File: config.mk
export PLATFORM = sky130hd
export DESIGN_NAME = pm_ctrl
export DESIGN_NICKNAME = d
export VERILOG_FILES = /design/src/rtl/pm_pkg.sv /design/src/rtl/pm_sync.sv /design/src/rtl/pm_link_pulse.sv /design/src/rtl/pm_ctrl.sv
export SDC_FILE = /design/constraint.sdc
export NUM_CORES = 1
export LEC_CHECK = 0
export BUFFER_PORTS_ARGS = -buffer_cell sky130_fd_sc_hd__buf_4
export CORE_ASPECT_RATIO = 0.8
export CORE_MARGIN = 10
export CORE_UTILIZATION = 56
export CTS_CLUSTER_SIZE = 14
export DETAILED_ROUTE_END_ITERATION = 10
export GPL_ROUTABILITY_DRIVEN = 0
export HOLD_SLACK_MARGIN = 0.15
export PLACE_DENSITY = 0.85
export SLEW_MARGIN = 10
export SYNTH_ARGS = -nofsm -noshare
export SYNTH_HDL_FRONTEND = slang
export SYNTH_SLANG_ARGS = --single-unit
File: constraint.sdc
create_clock -name clk -period 4.04 [get_ports clk]
set_input_delay 0.404 -clock clk [delete_from_list [all_inputs] [get_ports clk]]
set_output_delay 0.404 -clock clk [all_outputs]
set_load 0.05 [all_outputs]
File: src/rtl/pm_pkg.sv
// Constants, types and register map of the PHY power-mode controller.
// Assumes a 40 MHz reference clock and an AXI4-Lite master on the bus.
// How it works
// - Expanded-control bit 11 low arms energy-detect power-down
// - Enter only armed, autoneg on, no link
// - Digital-control bit 4 auto-stops PLL then
// - Only core, transmitter and energy detect stay alive
// - Periodic link pulses, interval may be lengthened
// - Energy-detect power-down disarmed after power-up
// - Basic-control bit 11 powers down all but management
// - Clearing basic-control bit 11 leaves power-down
// - AFE bit 5 swaps crystal for slow oscillator
// - Slow oscillator plus power-down is lowest state
// - From power-down, two resets: clear, then reset
`default_nettype none
package pm_pkg;

   // ***********************************************
   // Register indices (byte address is index * 4)
   // ***********************************************
   localparam logic [7:0] IDX_BASIC_CTRL = 8'h00;
   localparam logic [7:0] IDX_DIG_CTRL   = 8'h10;
   localparam logic [7:0] IDX_AFE_CTRL   = 8'h11;
   localparam logic [7:0] IDX_EXP_CTRL   = 8'h18;
   localparam logic [7:0] IDX_PM_STATUS  = 8'h20;
   localparam logic [7:0] IDX_PM_CONFIG  = 8'h21;
   localparam int         ADDR_W         = 12;

   // ***********************************************
   // Field positions
   // ***********************************************
   localparam int BIT_SOFT_RESET   = 15;
   localparam int BIT_AN_ENABLE    = 12;
   localparam int BIT_POWER_DOWN   = 11;
   localparam int BIT_PLL_AUTO_OFF = 4;
   localparam int BIT_SLOW_OSC     = 5;
   localparam int BIT_SLEEP_OFF    = 11;
   localparam int BIT_LP_EXTEND    = 0;

   // ***********************************************
   // Reset values
   // ***********************************************
   localparam logic       RST_POWER_DOWN = 1'b0;
   localparam logic       RST_PLL_AUTO   = 1'b0;
   localparam logic       RST_SLOW_OSC   = 1'b0;
   localparam logic       RST_SLEEP_OFF  = 1'b1;
   localparam logic       RST_LP_EXTEND  = 1'b0;
   localparam logic [1:0] STRAP_WAIT     = 2'h3;

   // ***********************************************
   // Bus responses
   // ***********************************************
   localparam logic [1:0] RESP_OKAY   = 2'h0;
   localparam logic [1:0] RESP_SLVERR = 2'h2;

   // ***********************************************
   // Timing
   // ***********************************************
   localparam int CLK_FREQ_MHZ      = 40;
   localparam int LP_NORMAL_US      = 16000;
   localparam int LP_EXTENDED_US    = 64000;
   localparam int LP_NORMAL_CYCLES  = LP_NORMAL_US * CLK_FREQ_MHZ;
   localparam int LP_EXTEND_CYCLES  = LP_EXTENDED_US * CLK_FREQ_MHZ;
   localparam int LP_CNT_W          = 24;

   // Power states
   typedef enum logic [1:0] {
      ST_NORMAL = 2'b00,
      ST_SLEEP  = 2'b01,
      ST_PDOWN  = 2'b10,
      ST_LOWEST = 2'b11
   } pm_state_t;

endpackage
`default_nettype wire

File: src/rtl/pm_sync.sv
// Two-flop synchroniser for pin inputs.
// Assumes inputs are asynchronous to clk.
`timescale 1ns/1ps
`default_nettype none
module pm_sync #(
   parameter int W = 1
) (
   input  wire logic         clk,
   input  wire logic         rst,
   input  wire logic [W-1:0] din,
   output logic      [W-1:0] dout
);
   // ***********************************************
   // Sync chain
   // ***********************************************
   logic [W-1:0] meta_reg;   // First stage, read only below

   // Two stages
   always_ff @(posedge clk or posedge rst) begin
      if (rst) begin
         meta_reg <= '0;
         dout     <= '0;
      end else begin
         meta_reg <= din;
         dout     <= meta_reg;
      end
   end
endmodule
`default_nettype wire

File: src/rtl/pm_link_pulse.sv
// Link pulse interval timer used in energy-detect power-down.
// Assumes enable comes from a flop on the same clock.
`timescale 1ns/1ps
`default_nettype none
module pm_link_pulse
   import pm_pkg::*;
#(
   parameter logic [LP_CNT_W-1:0] NORMAL_CYCLES = LP_CNT_W'(LP_NORMAL_CYCLES),
   parameter logic [LP_CNT_W-1:0] EXTEND_CYCLES = LP_CNT_W'(LP_EXTEND_CYCLES)
) (
   input  wire logic clk,
   input  wire logic rst,
   input  wire logic enable,
   input  wire logic extend,
   output logic      pulse
);
   // ***********************************************
   // Interval counter
   // ***********************************************
   logic [LP_CNT_W-1:0] cnt_reg;   // Cycles since last pulse
   logic [LP_CNT_W-1:0] cnt_next;
   logic                pulse_next;
   logic [LP_CNT_W-1:0] limit;     // Chosen interval

   // Next count and pulse
   always_comb begin
      limit      = extend ? EXTEND_CYCLES : NORMAL_CYCLES;
      cnt_next   = cnt_reg;
      pulse_next = 1'b0;
      if (!enable) begin
         cnt_next = '0;
      end else if (cnt_reg >= limit - 1'b1) begin
         cnt_next   = '0;
         pulse_next = 1'b1;
      end else begin
         cnt_next = cnt_reg + 1'b1;
      end
   end

   // Register
   always_ff @(posedge clk or posedge rst) begin
      if (rst) begin
         cnt_reg <= '0;
         pulse   <= 1'b0;
      end else begin
         cnt_reg <= cnt_next;
         pulse   <= pulse_next;
      end
   end
endmodule
`default_nettype wire

File: src/rtl/pm_ctrl.sv
// Power-mode controller top: AXI4-Lite register slave plus power FSM.
// Assumes link, energy and strap pins are asynchronous to clk.
//
// Our own choices: the AXI4-Lite interface to the registers and the register offsets.
`timescale 1ns/1ps
`default_nettype none
module pm_ctrl #(
   parameter int LP_NORMAL = pm_pkg::LP_NORMAL_CYCLES,
   parameter int LP_EXTEND = pm_pkg::LP_EXTEND_CYCLES
) (
   input  wire logic                      clk,
   input  wire logic                      rst,
   // AXI4-Lite write address
   input  wire logic [pm_pkg::ADDR_W-1:0] s_axi_awaddr,
   input  wire logic                      s_axi_awvalid,
   output logic                           s_axi_awready,
   // AXI4-Lite write data
   input  wire logic [31:0]               s_axi_wdata,
   input  wire logic [3:0]                s_axi_wstrb,
   input  wire logic                      s_axi_wvalid,
   output logic                           s_axi_wready,
   // AXI4-Lite write response
   output logic [1:0]                     s_axi_bresp,
   output logic                           s_axi_bvalid,
   input  wire logic                      s_axi_bready,
   // AXI4-Lite read address
   input  wire logic [pm_pkg::ADDR_W-1:0] s_axi_araddr,
   input  wire logic                      s_axi_arvalid,
   output logic                           s_axi_arready,
   // AXI4-Lite read data
   output logic [31:0]                    s_axi_rdata,
   output logic [1:0]                     s_axi_rresp,
   output logic                           s_axi_rvalid,
   input  wire logic                      s_axi_rready,
   // Pins
   input  wire logic                      link_up_pin,
   input  wire logic                      energy_seen_pin,
   input  wire logic                      an_strap_pin,
   // Power controls
   output logic                           core_enable,
   output logic                           xcvr_enable,
   output logic                           tx_enable,
   output logic                           energy_detect_enable,
   output logic                           pll_off,
   output logic                           crystal_input_off,
   output logic                           link_pulse,
   output logic                           soft_reset_pulse
);
   import pm_pkg::*;

   // ***********************************************
   // Pin synchronisers
   // ***********************************************
   logic [2:0] pins_sync;   // {strap, energy, link}
   logic       link_s;      // Link present
   logic       energy_s;    // Energy on the line
   logic       strap_s;     // Autoneg strap level

   pm_sync #(.W(3)) pm_sync_i (
      .clk  (clk),
      .rst  (rst),
      .din  ({an_strap_pin, energy_seen_pin, link_up_pin}),
      .dout (pins_sync)
   );
   assign link_s   = pins_sync[0];
   assign energy_s = pins_sync[1];
   assign strap_s  = pins_sync[2];

   // ***********************************************
   // Control state
   // ***********************************************
   logic       pdown_reg, pdown_next;       // Power-down
   logic       an_en_reg, an_en_next;       // Autoneg enable
   logic       pll_auto_reg, pll_auto_next; // PLL auto-off
   logic       slow_reg, slow_next;         // Slow oscillator
   logic       sleep_off_reg, sleep_off_next; // Energy-detect PD off
   logic       lp_ext_reg, lp_ext_next;     // Long pulse interval
   logic [1:0] strap_cnt_reg, strap_cnt_next; // Strap latch delay
   logic       srst_next;                   // Soft reset pulse

   // ***********************************************
   // Bus state
   // ***********************************************
   logic                awready_next, wready_next, bvalid_next;
   logic                arready_next, rvalid_next;
   logic [1:0]          bresp_next, rresp_next;
   logic [31:0]         rdata_next;
   logic                aw_held_reg, aw_held_next; // Address captured
   logic                w_held_reg, w_held_next;   // Data captured
   logic [ADDR_W-1:0]   awaddr_reg, awaddr_next;
   logic [31:0]         wdata_reg, wdata_next;
   logic [3:0]          wstrb_reg, wstrb_next;

   // ***********************************************
   // Power FSM state
   // ***********************************************
   pm_state_t state_reg, state_next;
   logic      core_next, xcvr_next, tx_next, ed_next;
   logic      pll_next, xtal_next;

   // Helpers
   logic [7:0]  widx;      // Write register index
   logic        wmapped;   // Write hits a register
   logic [15:0] wmask;     // Byte-lane mask
   logic [15:0] wval;      // Merged write value
   logic [15:0] old;       // Current register value
   logic [7:0]  ridx;      // Read register index
   logic [15:0] rval;      // Read value
   logic        rmapped;   // Read hits a register

   // Register read view
   function automatic logic [15:0] reg_view(input logic [7:0] idx);
      logic [15:0] v;
      v = 16'h0000;
      case (idx)
         IDX_BASIC_CTRL: begin
            v[BIT_AN_ENABLE]  = an_en_reg;
            v[BIT_POWER_DOWN] = pdown_reg;
         end
         IDX_DIG_CTRL:  v[BIT_PLL_AUTO_OFF] = pll_auto_reg;
         IDX_AFE_CTRL:  v[BIT_SLOW_OSC]     = slow_reg;
         IDX_EXP_CTRL:  v[BIT_SLEEP_OFF]    = sleep_off_reg;
         IDX_PM_CONFIG: v[BIT_LP_EXTEND]    = lp_ext_reg;
         IDX_PM_STATUS: v = {8'h00, link_s, energy_s, pll_off,
                             crystal_input_off, 2'h0, state_reg};
         default:       v = 16'h0000;
      endcase
      return v;
   endfunction

   // Map check
   function automatic logic is_mapped(input logic [ADDR_W-1:0] a);
      logic [7:0] i;
      i = a[9:2];
      return (a[ADDR_W-1:10] == '0) &&
             (i == IDX_BASIC_CTRL || i == IDX_DIG_CTRL ||
              i == IDX_AFE_CTRL || i == IDX_EXP_CTRL ||
              i == IDX_PM_STATUS || i == IDX_PM_CONFIG);
   endfunction

   // ***********************************************
   // Bus and register next values
   // ***********************************************
   always_comb begin
      aw_held_next   = aw_held_reg;
      w_held_next    = w_held_reg;
      awaddr_next    = awaddr_reg;
      wdata_next     = wdata_reg;
      wstrb_next     = wstrb_reg;
      bvalid_next    = s_axi_bvalid;
      bresp_next     = s_axi_bresp;
      rvalid_next    = s_axi_rvalid;
      rresp_next     = s_axi_rresp;
      rdata_next     = s_axi_rdata;
      arready_next   = s_axi_arready;
      pdown_next     = pdown_reg;
      an_en_next     = an_en_reg;
      pll_auto_next  = pll_auto_reg;
      slow_next      = slow_reg;
      sleep_off_next = sleep_off_reg;
      lp_ext_next    = lp_ext_reg;
      strap_cnt_next = strap_cnt_reg;
      srst_next      = 1'b0;
      widx           = awaddr_reg[9:2];
      wmapped        = is_mapped(awaddr_reg);
      wmask          = {{8{wstrb_reg[1]}}, {8{wstrb_reg[0]}}};
      old            = reg_view(widx);
      wval           = (old & ~wmask) | (wdata_reg[15:0] & wmask);
      ridx           = s_axi_araddr[9:2];
      rmapped        = is_mapped(s_axi_araddr);
      rval           = reg_view(ridx);

      // Strap latched after reset release, once synced
      if (strap_cnt_reg != 2'h0) begin
         strap_cnt_next = strap_cnt_reg - 2'h1;
         if (strap_cnt_reg == 2'h1) begin
            an_en_next = strap_s;
         end
      end

      // Capture address and data in either order
      if (s_axi_awvalid && s_axi_awready) begin
         aw_held_next = 1'b1;
         awaddr_next  = s_axi_awaddr;
      end
      if (s_axi_wvalid && s_axi_wready) begin
         w_held_next = 1'b1;
         wdata_next  = s_axi_wdata;
         wstrb_next  = s_axi_wstrb;
      end

      // Response taken
      if (s_axi_bvalid && s_axi_bready) begin
         bvalid_next = 1'b0;
      end

      // writes accepted in every power state
      if (aw_held_reg && w_held_reg && !s_axi_bvalid) begin
         aw_held_next = 1'b0;
         w_held_next  = 1'b0;
         bvalid_next  = 1'b1;
         bresp_next   = wmapped ? RESP_OKAY : RESP_SLVERR;
         case (widx)
            IDX_BASIC_CTRL: begin
               if (wmapped && wval[BIT_SOFT_RESET]) begin
                  if (pdown_reg) begin
                     pdown_next = 1'b0;
                  end else begin
                     // Second reset: defaults, re-latch strap
                     // final reset step of slow exit
                     srst_next      = 1'b1;
                     pdown_next     = RST_POWER_DOWN;
                     pll_auto_next  = RST_PLL_AUTO;
                     slow_next      = RST_SLOW_OSC;
                     sleep_off_next = RST_SLEEP_OFF;
                     lp_ext_next    = RST_LP_EXTEND;
                     strap_cnt_next = STRAP_WAIT;
                  end
               end else if (wmapped) begin
                  pdown_next = wval[BIT_POWER_DOWN];
                  an_en_next = wval[BIT_AN_ENABLE];
               end
            end
            IDX_DIG_CTRL:  pll_auto_next = wval[BIT_PLL_AUTO_OFF];
            IDX_AFE_CTRL:  slow_next = wval[BIT_SLOW_OSC];
            IDX_EXP_CTRL:  sleep_off_next = wval[BIT_SLEEP_OFF];
            IDX_PM_CONFIG: lp_ext_next = wval[BIT_LP_EXTEND];
            default:       ;
         endcase
      end

      // Each ready while its own channel holds nothing
      awready_next = !aw_held_next;
      wready_next  = !w_held_next;

      // Read channel: one at a time
      if (s_axi_rvalid && s_axi_rready) begin
         rvalid_next  = 1'b0;
         arready_next = 1'b1;
      end
      if (s_axi_arvalid && s_axi_arready) begin
         rvalid_next  = 1'b1;
         arready_next = 1'b0;
         rdata_next   = {16'h0000, rmapped ? rval : 16'h0000};
         rresp_next   = rmapped ? RESP_OKAY : RESP_SLVERR;
      end
   end

   // ***********************************************
   // Power state next values
   // ***********************************************
   always_comb begin
      if (pdown_reg && slow_reg) begin
         state_next = ST_LOWEST;
      end else if (pdown_reg) begin
         state_next = ST_PDOWN;
      end else if (!sleep_off_reg && an_en_reg && !link_s) begin
         state_next = ST_SLEEP;
      end else begin
         state_next = ST_NORMAL;
      end

      // Block enables per state
      core_next = 1'b0;
      xcvr_next = 1'b0;
      tx_next   = 1'b0;
      ed_next   = 1'b0;
      pll_next  = 1'b1;
      case (state_next)
         ST_NORMAL: begin
            core_next = 1'b1;
            xcvr_next = 1'b1;
            tx_next   = 1'b1;
            ed_next   = 1'b1;
            pll_next  = 1'b0;
         end
         ST_SLEEP: begin
            core_next = 1'b1;
            tx_next   = 1'b1;
            ed_next   = 1'b1;
            pll_next  = pll_auto_reg;
         end
         ST_PDOWN:  pll_next = 1'b1;
         ST_LOWEST: pll_next = 1'b1;
         default:   pll_next = 1'b1;
      endcase
      xtal_next = slow_reg;
   end

   // ***********************************************
   // Link pulse timer
   // ***********************************************
   // periodic pulses while asleep
   pm_link_pulse #(
      .NORMAL_CYCLES (LP_CNT_W'(LP_NORMAL)),
      .EXTEND_CYCLES (LP_CNT_W'(LP_EXTEND))
   ) pm_link_pulse_i (
      .clk    (clk),
      .rst    (rst),
      .enable (state_reg == ST_SLEEP),
      .extend (lp_ext_reg),
      .pulse  (link_pulse)
   );

   // ***********************************************
   // Registers
   // ***********************************************
   always_ff @(posedge clk or posedge rst) begin
      if (rst) begin
         s_axi_awready        <= 1'b1;
         s_axi_wready         <= 1'b1;
         s_axi_bvalid         <= 1'b0;
         s_axi_bresp          <= RESP_OKAY;
         s_axi_arready        <= 1'b1;
         s_axi_rvalid         <= 1'b0;
         s_axi_rresp          <= RESP_OKAY;
         s_axi_rdata          <= 32'h0000_0000;
         aw_held_reg          <= 1'b0;
         w_held_reg           <= 1'b0;
         awaddr_reg           <= '0;
         wdata_reg            <= 32'h0000_0000;
         wstrb_reg            <= 4'h0;
         pdown_reg            <= RST_POWER_DOWN;
         an_en_reg            <= 1'b0;
         pll_auto_reg         <= RST_PLL_AUTO;
         slow_reg             <= RST_SLOW_OSC;
         sleep_off_reg        <= RST_SLEEP_OFF;
         lp_ext_reg           <= RST_LP_EXTEND;
         strap_cnt_reg        <= STRAP_WAIT;
         soft_reset_pulse     <= 1'b0;
         state_reg            <= ST_NORMAL;
         core_enable          <= 1'b0;
         xcvr_enable          <= 1'b0;
         tx_enable            <= 1'b0;
         energy_detect_enable <= 1'b0;
         pll_off              <= 1'b0;
         crystal_input_off    <= 1'b0;
      end else begin
         s_axi_awready        <= awready_next;
         s_axi_wready         <= wready_next;
         s_axi_bvalid         <= bvalid_next;
         s_axi_bresp          <= bresp_next;
         s_axi_arready        <= arready_next;
         s_axi_rvalid         <= rvalid_next;
         s_axi_rresp          <= rresp_next;
         s_axi_rdata          <= rdata_next;
         aw_held_reg          <= aw_held_next;
         w_held_reg           <= w_held_next;
         awaddr_reg           <= awaddr_next;
         wdata_reg            <= wdata_next;
         wstrb_reg            <= wstrb_next;
         pdown_reg            <= pdown_next;
         an_en_reg            <= an_en_next;
         pll_auto_reg         <= pll_auto_next;
         slow_reg             <= slow_next;
         sleep_off_reg        <= sleep_off_next;
         lp_ext_reg           <= lp_ext_next;
         strap_cnt_reg        <= strap_cnt_next;
         soft_reset_pulse     <= srst_next;
         state_reg            <= state_next;
         core_enable          <= core_next;
         xcvr_enable          <= xcvr_next;
         tx_enable            <= tx_next;
         energy_detect_enable <= ed_next;
         pll_off              <= pll_next;
         crystal_input_off    <= xtal_next;
      end
   end
endmodule
`default_nettype wire

Word-level counts from Yosys, hierarchy flattened. Cells that the tools add are included.

Input bits: 70. Bits in registers: 103. Logic and storage cells: 166.

Equal/unequal tests: 17. Reductions and logical operators: 48. Bitwise logic cells: 4. $lt $le $gt $ge: 1. $add $sub $neg: 3. Multiplexer cells: 63.

Operators with widths (count): 8-bit by 5-bit == test with 1-bit output (second input constant) (6); 24-bit two-way mux (2); 1-bit two-way mux (35); 8-bit by 6-bit == test with 1-bit output (second input constant) (4); 24-bit by 1-bit adder with 24-bit output (second input constant) (1); 24-bit greater-or-equal comparator (1); 1-bit case mux with 2 select lines (12); 24-bit by 1-bit subtractor with 24-bit output (second input constant) (1); 2-bit two-way mux (11); 22-bit two-way mux (1); 13-bit by 16-bit bitwise AND with 16-bit output (1); 16-bit bitwise AND (1); 8-bit zero test (2); 16-bit inverter (1); 16-bit OR (1); 4-bit AND reduction (4); 2-bit nonzero test (8); 1-bit logical AND (13); 13-bit two-way mux (1); 1-bit logical OR (10); 2-bit by 1-bit == test with 1-bit output (second input constant) (3); 2-bit zero test (3); 1-bit zero test (5); 2-bit == test (second input constant) (2); other kinds (6) (7).

Depth between registers and ports, before layout.
Depth after elaboration: 11. Depth in mapped cells: 7.

Hierarchy. Synthesis repeated with hierarchy kept, for this count alone.

Cells, all modules: 408. Area total of the unflattened synthesis: 4221.5 um^2.

By module, submodules not included: pm_ctrl (area each 2568.7 um^2, instances 1, cells an instance 250); pm_link_pulse (area each 1498.9 um^2, instances 1, cells an instance 151); pm_sync (area each 153.9 um^2, instances 1, cells an instance 7).

Worst setup path after synthesis. No wires, ideal clock.

Path kind: register to register. Start point: register lp_ext_reg. End point: register pm_link_pulse_i.cnt_reg[10]. Data required time: 3.904 ns. Library setup time: 0.136 ns. Path buffers: 1. Clock period less this slack: 2.010 ns. Setup slack: 2.030 ns. Cell stages (with the launch flop): 8. Data arrival time: 1.874 ns. Path through: dfrtp_1 -> inv_1 -> ha_1 -> nor4bb_1 -> nand4_1 -> o22ai_1 -> clkbuf_1 -> nor3_1.

Cells in the longest elaborated chain, start to end: 5.

Ends and longest elaborated chain: start: declaration (RTL line pm_ctrl.sv:77) `logic lp_ext_reg, lp_ext_next;`; start signal: assignment (RTL line pm_ctrl.sv:357) `lp_ext_reg <= lp_ext_next;`; 22-bit two-way mux (RTL line pm_link_pulse.sv:27) `limit = extend ? EXTEND_CYCLES : NORMAL_CYCLES;`; 24-bit by 1-bit subtractor with 24-bit output (RTL line pm_link_pulse.sv:32) `end else if (cnt_reg >= limit - 1'b1) begin`; 24-bit greater-or-equal comparator (RTL line pm_link_pulse.sv:32); 24-bit two-way mux (RTL line pm_link_pulse.sv:32); 24-bit two-way mux (RTL line pm_link_pulse.sv:30) `if (!enable) begin`; named net pm_link_pulse_i.cnt_next[10] (RTL line pm_link_pulse.sv:21) `logic [LP_CNT_W-1:0] cnt_next;`; end signal: assignment (RTL line pm_link_pulse.sv:46) `cnt_reg <= cnt_next;`; end: declaration (RTL line pm_link_pulse.sv:20) `logic [LP_CNT_W-1:0] cnt_reg;`.

The timed path passes the listed nets, and every way through them passes these cells. A chain may end at the register's enable or synchronous reset.

Worst setup path after layout.
Start point: register lp_ext_reg. End point: register pm_link_pulse_i.cnt_reg[9].

The elaborated chain is that of the path after synthesis.

==> run summary <==
Post-CTS Repair Setup Buffers: 0
largest net degree at the start of global routing: 60
# fillers: 546
DRC Markers: 0
aggregate global-route resource usage: 17.33%
Initial Util: 58.51%
synth unique cells: 61
Post-synth ARST share: 100.0%
Post-synth EDFFs: 0
CP peak stage delay: 0.72 ns
post-synthesis instance total: 391
top post-synthesis cells by count: 75 x dfrtp_1, 28 x buf_4, 23 x nor3_1
drt pass-1 iters: 5
leak pwr: 1.988 nW
CTS tree: built
Tmin final: 2.808 ns
setup slack after layout: 1.232 ns
Design Area, Final: 0.004760 mm2
main area contributors after synthesis: dfrtp_1 46%, buf_4 5.1%, mux2_2 4.7%, dfstp_2 3.8%, nor3_1 2.8%
share of layout cells above drive strength 1: 24.40%
pre-CTS WS: 1.284 ns
Worst Hold Class: in2reg
Pins Over Slew Limit: 0
Rows: 27
first-pass GRT wire length: 16.06 mm
worst path arrival time: 3.04 ns
Mean Syn Cell Area: 10.52 um2
slowest CP cell: o22ai_1
dominant synthesized flop cell: dfrtp_1
CP Data Required Time: 4.27 ns
Pwr Density: 482.9 mW/mm2
post-synthesis sequential area ratio: 49.48%
RSZ-0062 raised after global routing: no
crit path kind: reg2reg
GRT overflow: 0
Die Ht: 96.64 um
Critical Path Fanout Max: 16
cells along the critical path: inv_1 -> ha_1 -> nor4bb_1 -> nand4_1 -> o22ai_1 -> buf_4 -> nor3_1
Synth area leader: dfrtp_1
Final Setup Violations: 0
worst slew pin tran: 0.9808 ns
final wirelength: 9.558 mm
Inst Count DP: 527
YS warnings: 0
FMAX: 0.3561 GHz
residual antenna-violating net count after detailed routing: 0
CTS clk-pin slew, worst paths: 0.09 ns
dpl cell area: 0.004533 mm2
Synth Register Bits: 81
max reg flops: 24
core area: 0.007027 mm2
peak supply drop: 0.4947 mV
IO buf count: 60
Top-Level Pins: 119
root buffer cell: clkbuf_8
die footprint: 0.01119 mm2
DP HPWL: 7.099 mm
final hold vios: 0
hold_ws: 0.1881 ns
Fin Setup TNS: 0 ns
clk_lat worst skew: 0.36 ns
CTS Buffer Depth: 2
worst relative slew slack: 34.61%
vias in the first global route: 3,407
post-detailed-route wirelength per cell: 17.51 um
Vias/cell: 5.980
status: finished clean
Finished Layout Cells: 546
CTS Sinks: 81
critical path startpoint category: register
initial antenna violation count: 0
DIE WIDTH: 115.8 um
area occupied by multi-input gates: 0.001852 mm2
CTS Buf Count: 9
Final Total Pwr: 2.298 mW
most common cell in the netlist: dfrtp_1
ANT cells: 0
mapped cell area: 0.004111 mm2
final worst path period share: 69.50%
flip-flop and latch area: 0.002034 mm2
routed via count: 3,265
maxcap violations: 0
share of the synthesized area in the top cell type: 45.65%
H-Tree Depth: 3
skew final: 0.01172 ns
CP Capture Type: register
Net count, final: 533
fin util: 67.74%
Area Overhead vs Synth: 15.76%
Iteration-0 DRC Markers: 282
-- critical path, delay by kind of cell (launching register included) --
kind | cells | cell delay, ns
simple gates | 3 | 0.60
fa+ha+maj | 1 | 0.35
flops | 1 | 0.47
buf+inv | 2 | 0.54
compound gates | 1 | 0.72
-- power by group --
group	leakage [nW]	internal [mW]	switching (mW)	total [mW]
combinational	0.866	0.230	0.349	0.579
clock	0.0953	0.300	0.295	0.595
sequential	1.03	0.956	0.167	1.12
total	1.99	1.49	0.811	2.30
-- cells in the final DEF, fill, tap and decap left out, drive strengths merged, types with 4 or more instances in the layout --
master | Yosys | final
dfrtp | 75 | 75
nor4 | 9 | 9
o21ai | 16 | 16
ha | 9 | 9
o31ai | 5 | 5
nor4b | 4 | 4
a211oi | 11 | 11
inv | 17 | 16
xor2 | 6 | 6
nand2 | 23 | 23
dfstp | 6 | 6
xnor2 | 5 | 5
buf | 31 | 63
a31oi | 4 | 4
clkbuf | 9 | 11
nand3 | 12 | 12
or4 | 8 | 8
mux2i | 5 | 5
nor3 | 23 | 23
a21oi | 4 | 4
mux2 | 17 | 17
o41ai | 4 | 4
or3 | 10 | 10
conb | 1 | 27
nand4 | 9 | 9
nand2b | 4 | 4
nor2 | 20 | 20
-- final timing paths --
check | from | to | slack [ns] | cells after the start
setup / recovery | lp_ext_reg | pm_link_pulse_i.cnt_reg[9] | 1.23 | 7
hold / removal | s_axi_arvalid | s_axi_arready | 0.19 | 2
setup reg to reg | lp_ext_reg | pm_link_pulse_i.cnt_reg[9] | 1.23 | 7
hold reg to reg | pm_sync_i.meta_reg[0] | pm_sync_i.dout[0] | 0.35 | 0
max in group asynchronous | rst | pm_sync_i.dout[1] | 2.98 | 3
min in group asynchronous | rst | s_axi_bvalid | 0.24 | 2
-- metal layers --
layer | wire length [um] | global-route usage (%)
met1 | 4064 | 21.43
met2 | 4359 | 27.39
met3 | 992 | 6.408
met4 | 141 | 5.338
met5 | 0 | 0
-- cell type report --
type,count,area share [%]
repair buffers,66,10.57
flip-flops and latches,81,42.74
clock buffers,11,2.971
inverters,17,1.367
well taps,87,2.287
clock inverters,5,1.157
multi-input cells,279,38.91
-- repair_timing --
item	in CTS	in global routing
resized for setup	0	0
hold endpoints to repair	2	1
hold buffers	2	1
-- cells by family (layout without fill, tap and decap cells) --
kind of cell,count (synthesis),after routing,share of synthesized area (%)
and+or+nand+nor,140,140,19.11
DFF,81,81,49.48
AOI/OAI and AO/OA,70,70,12.51
buffers and inverters,57,99,7.851
muxes,22,22,5.873
xor gates and xnor gates,11,11,2.343
adders and majority gates,9,9,2.739
other,1,27,0.09121
Note: power is estimated with default switching activity, not from simulation.
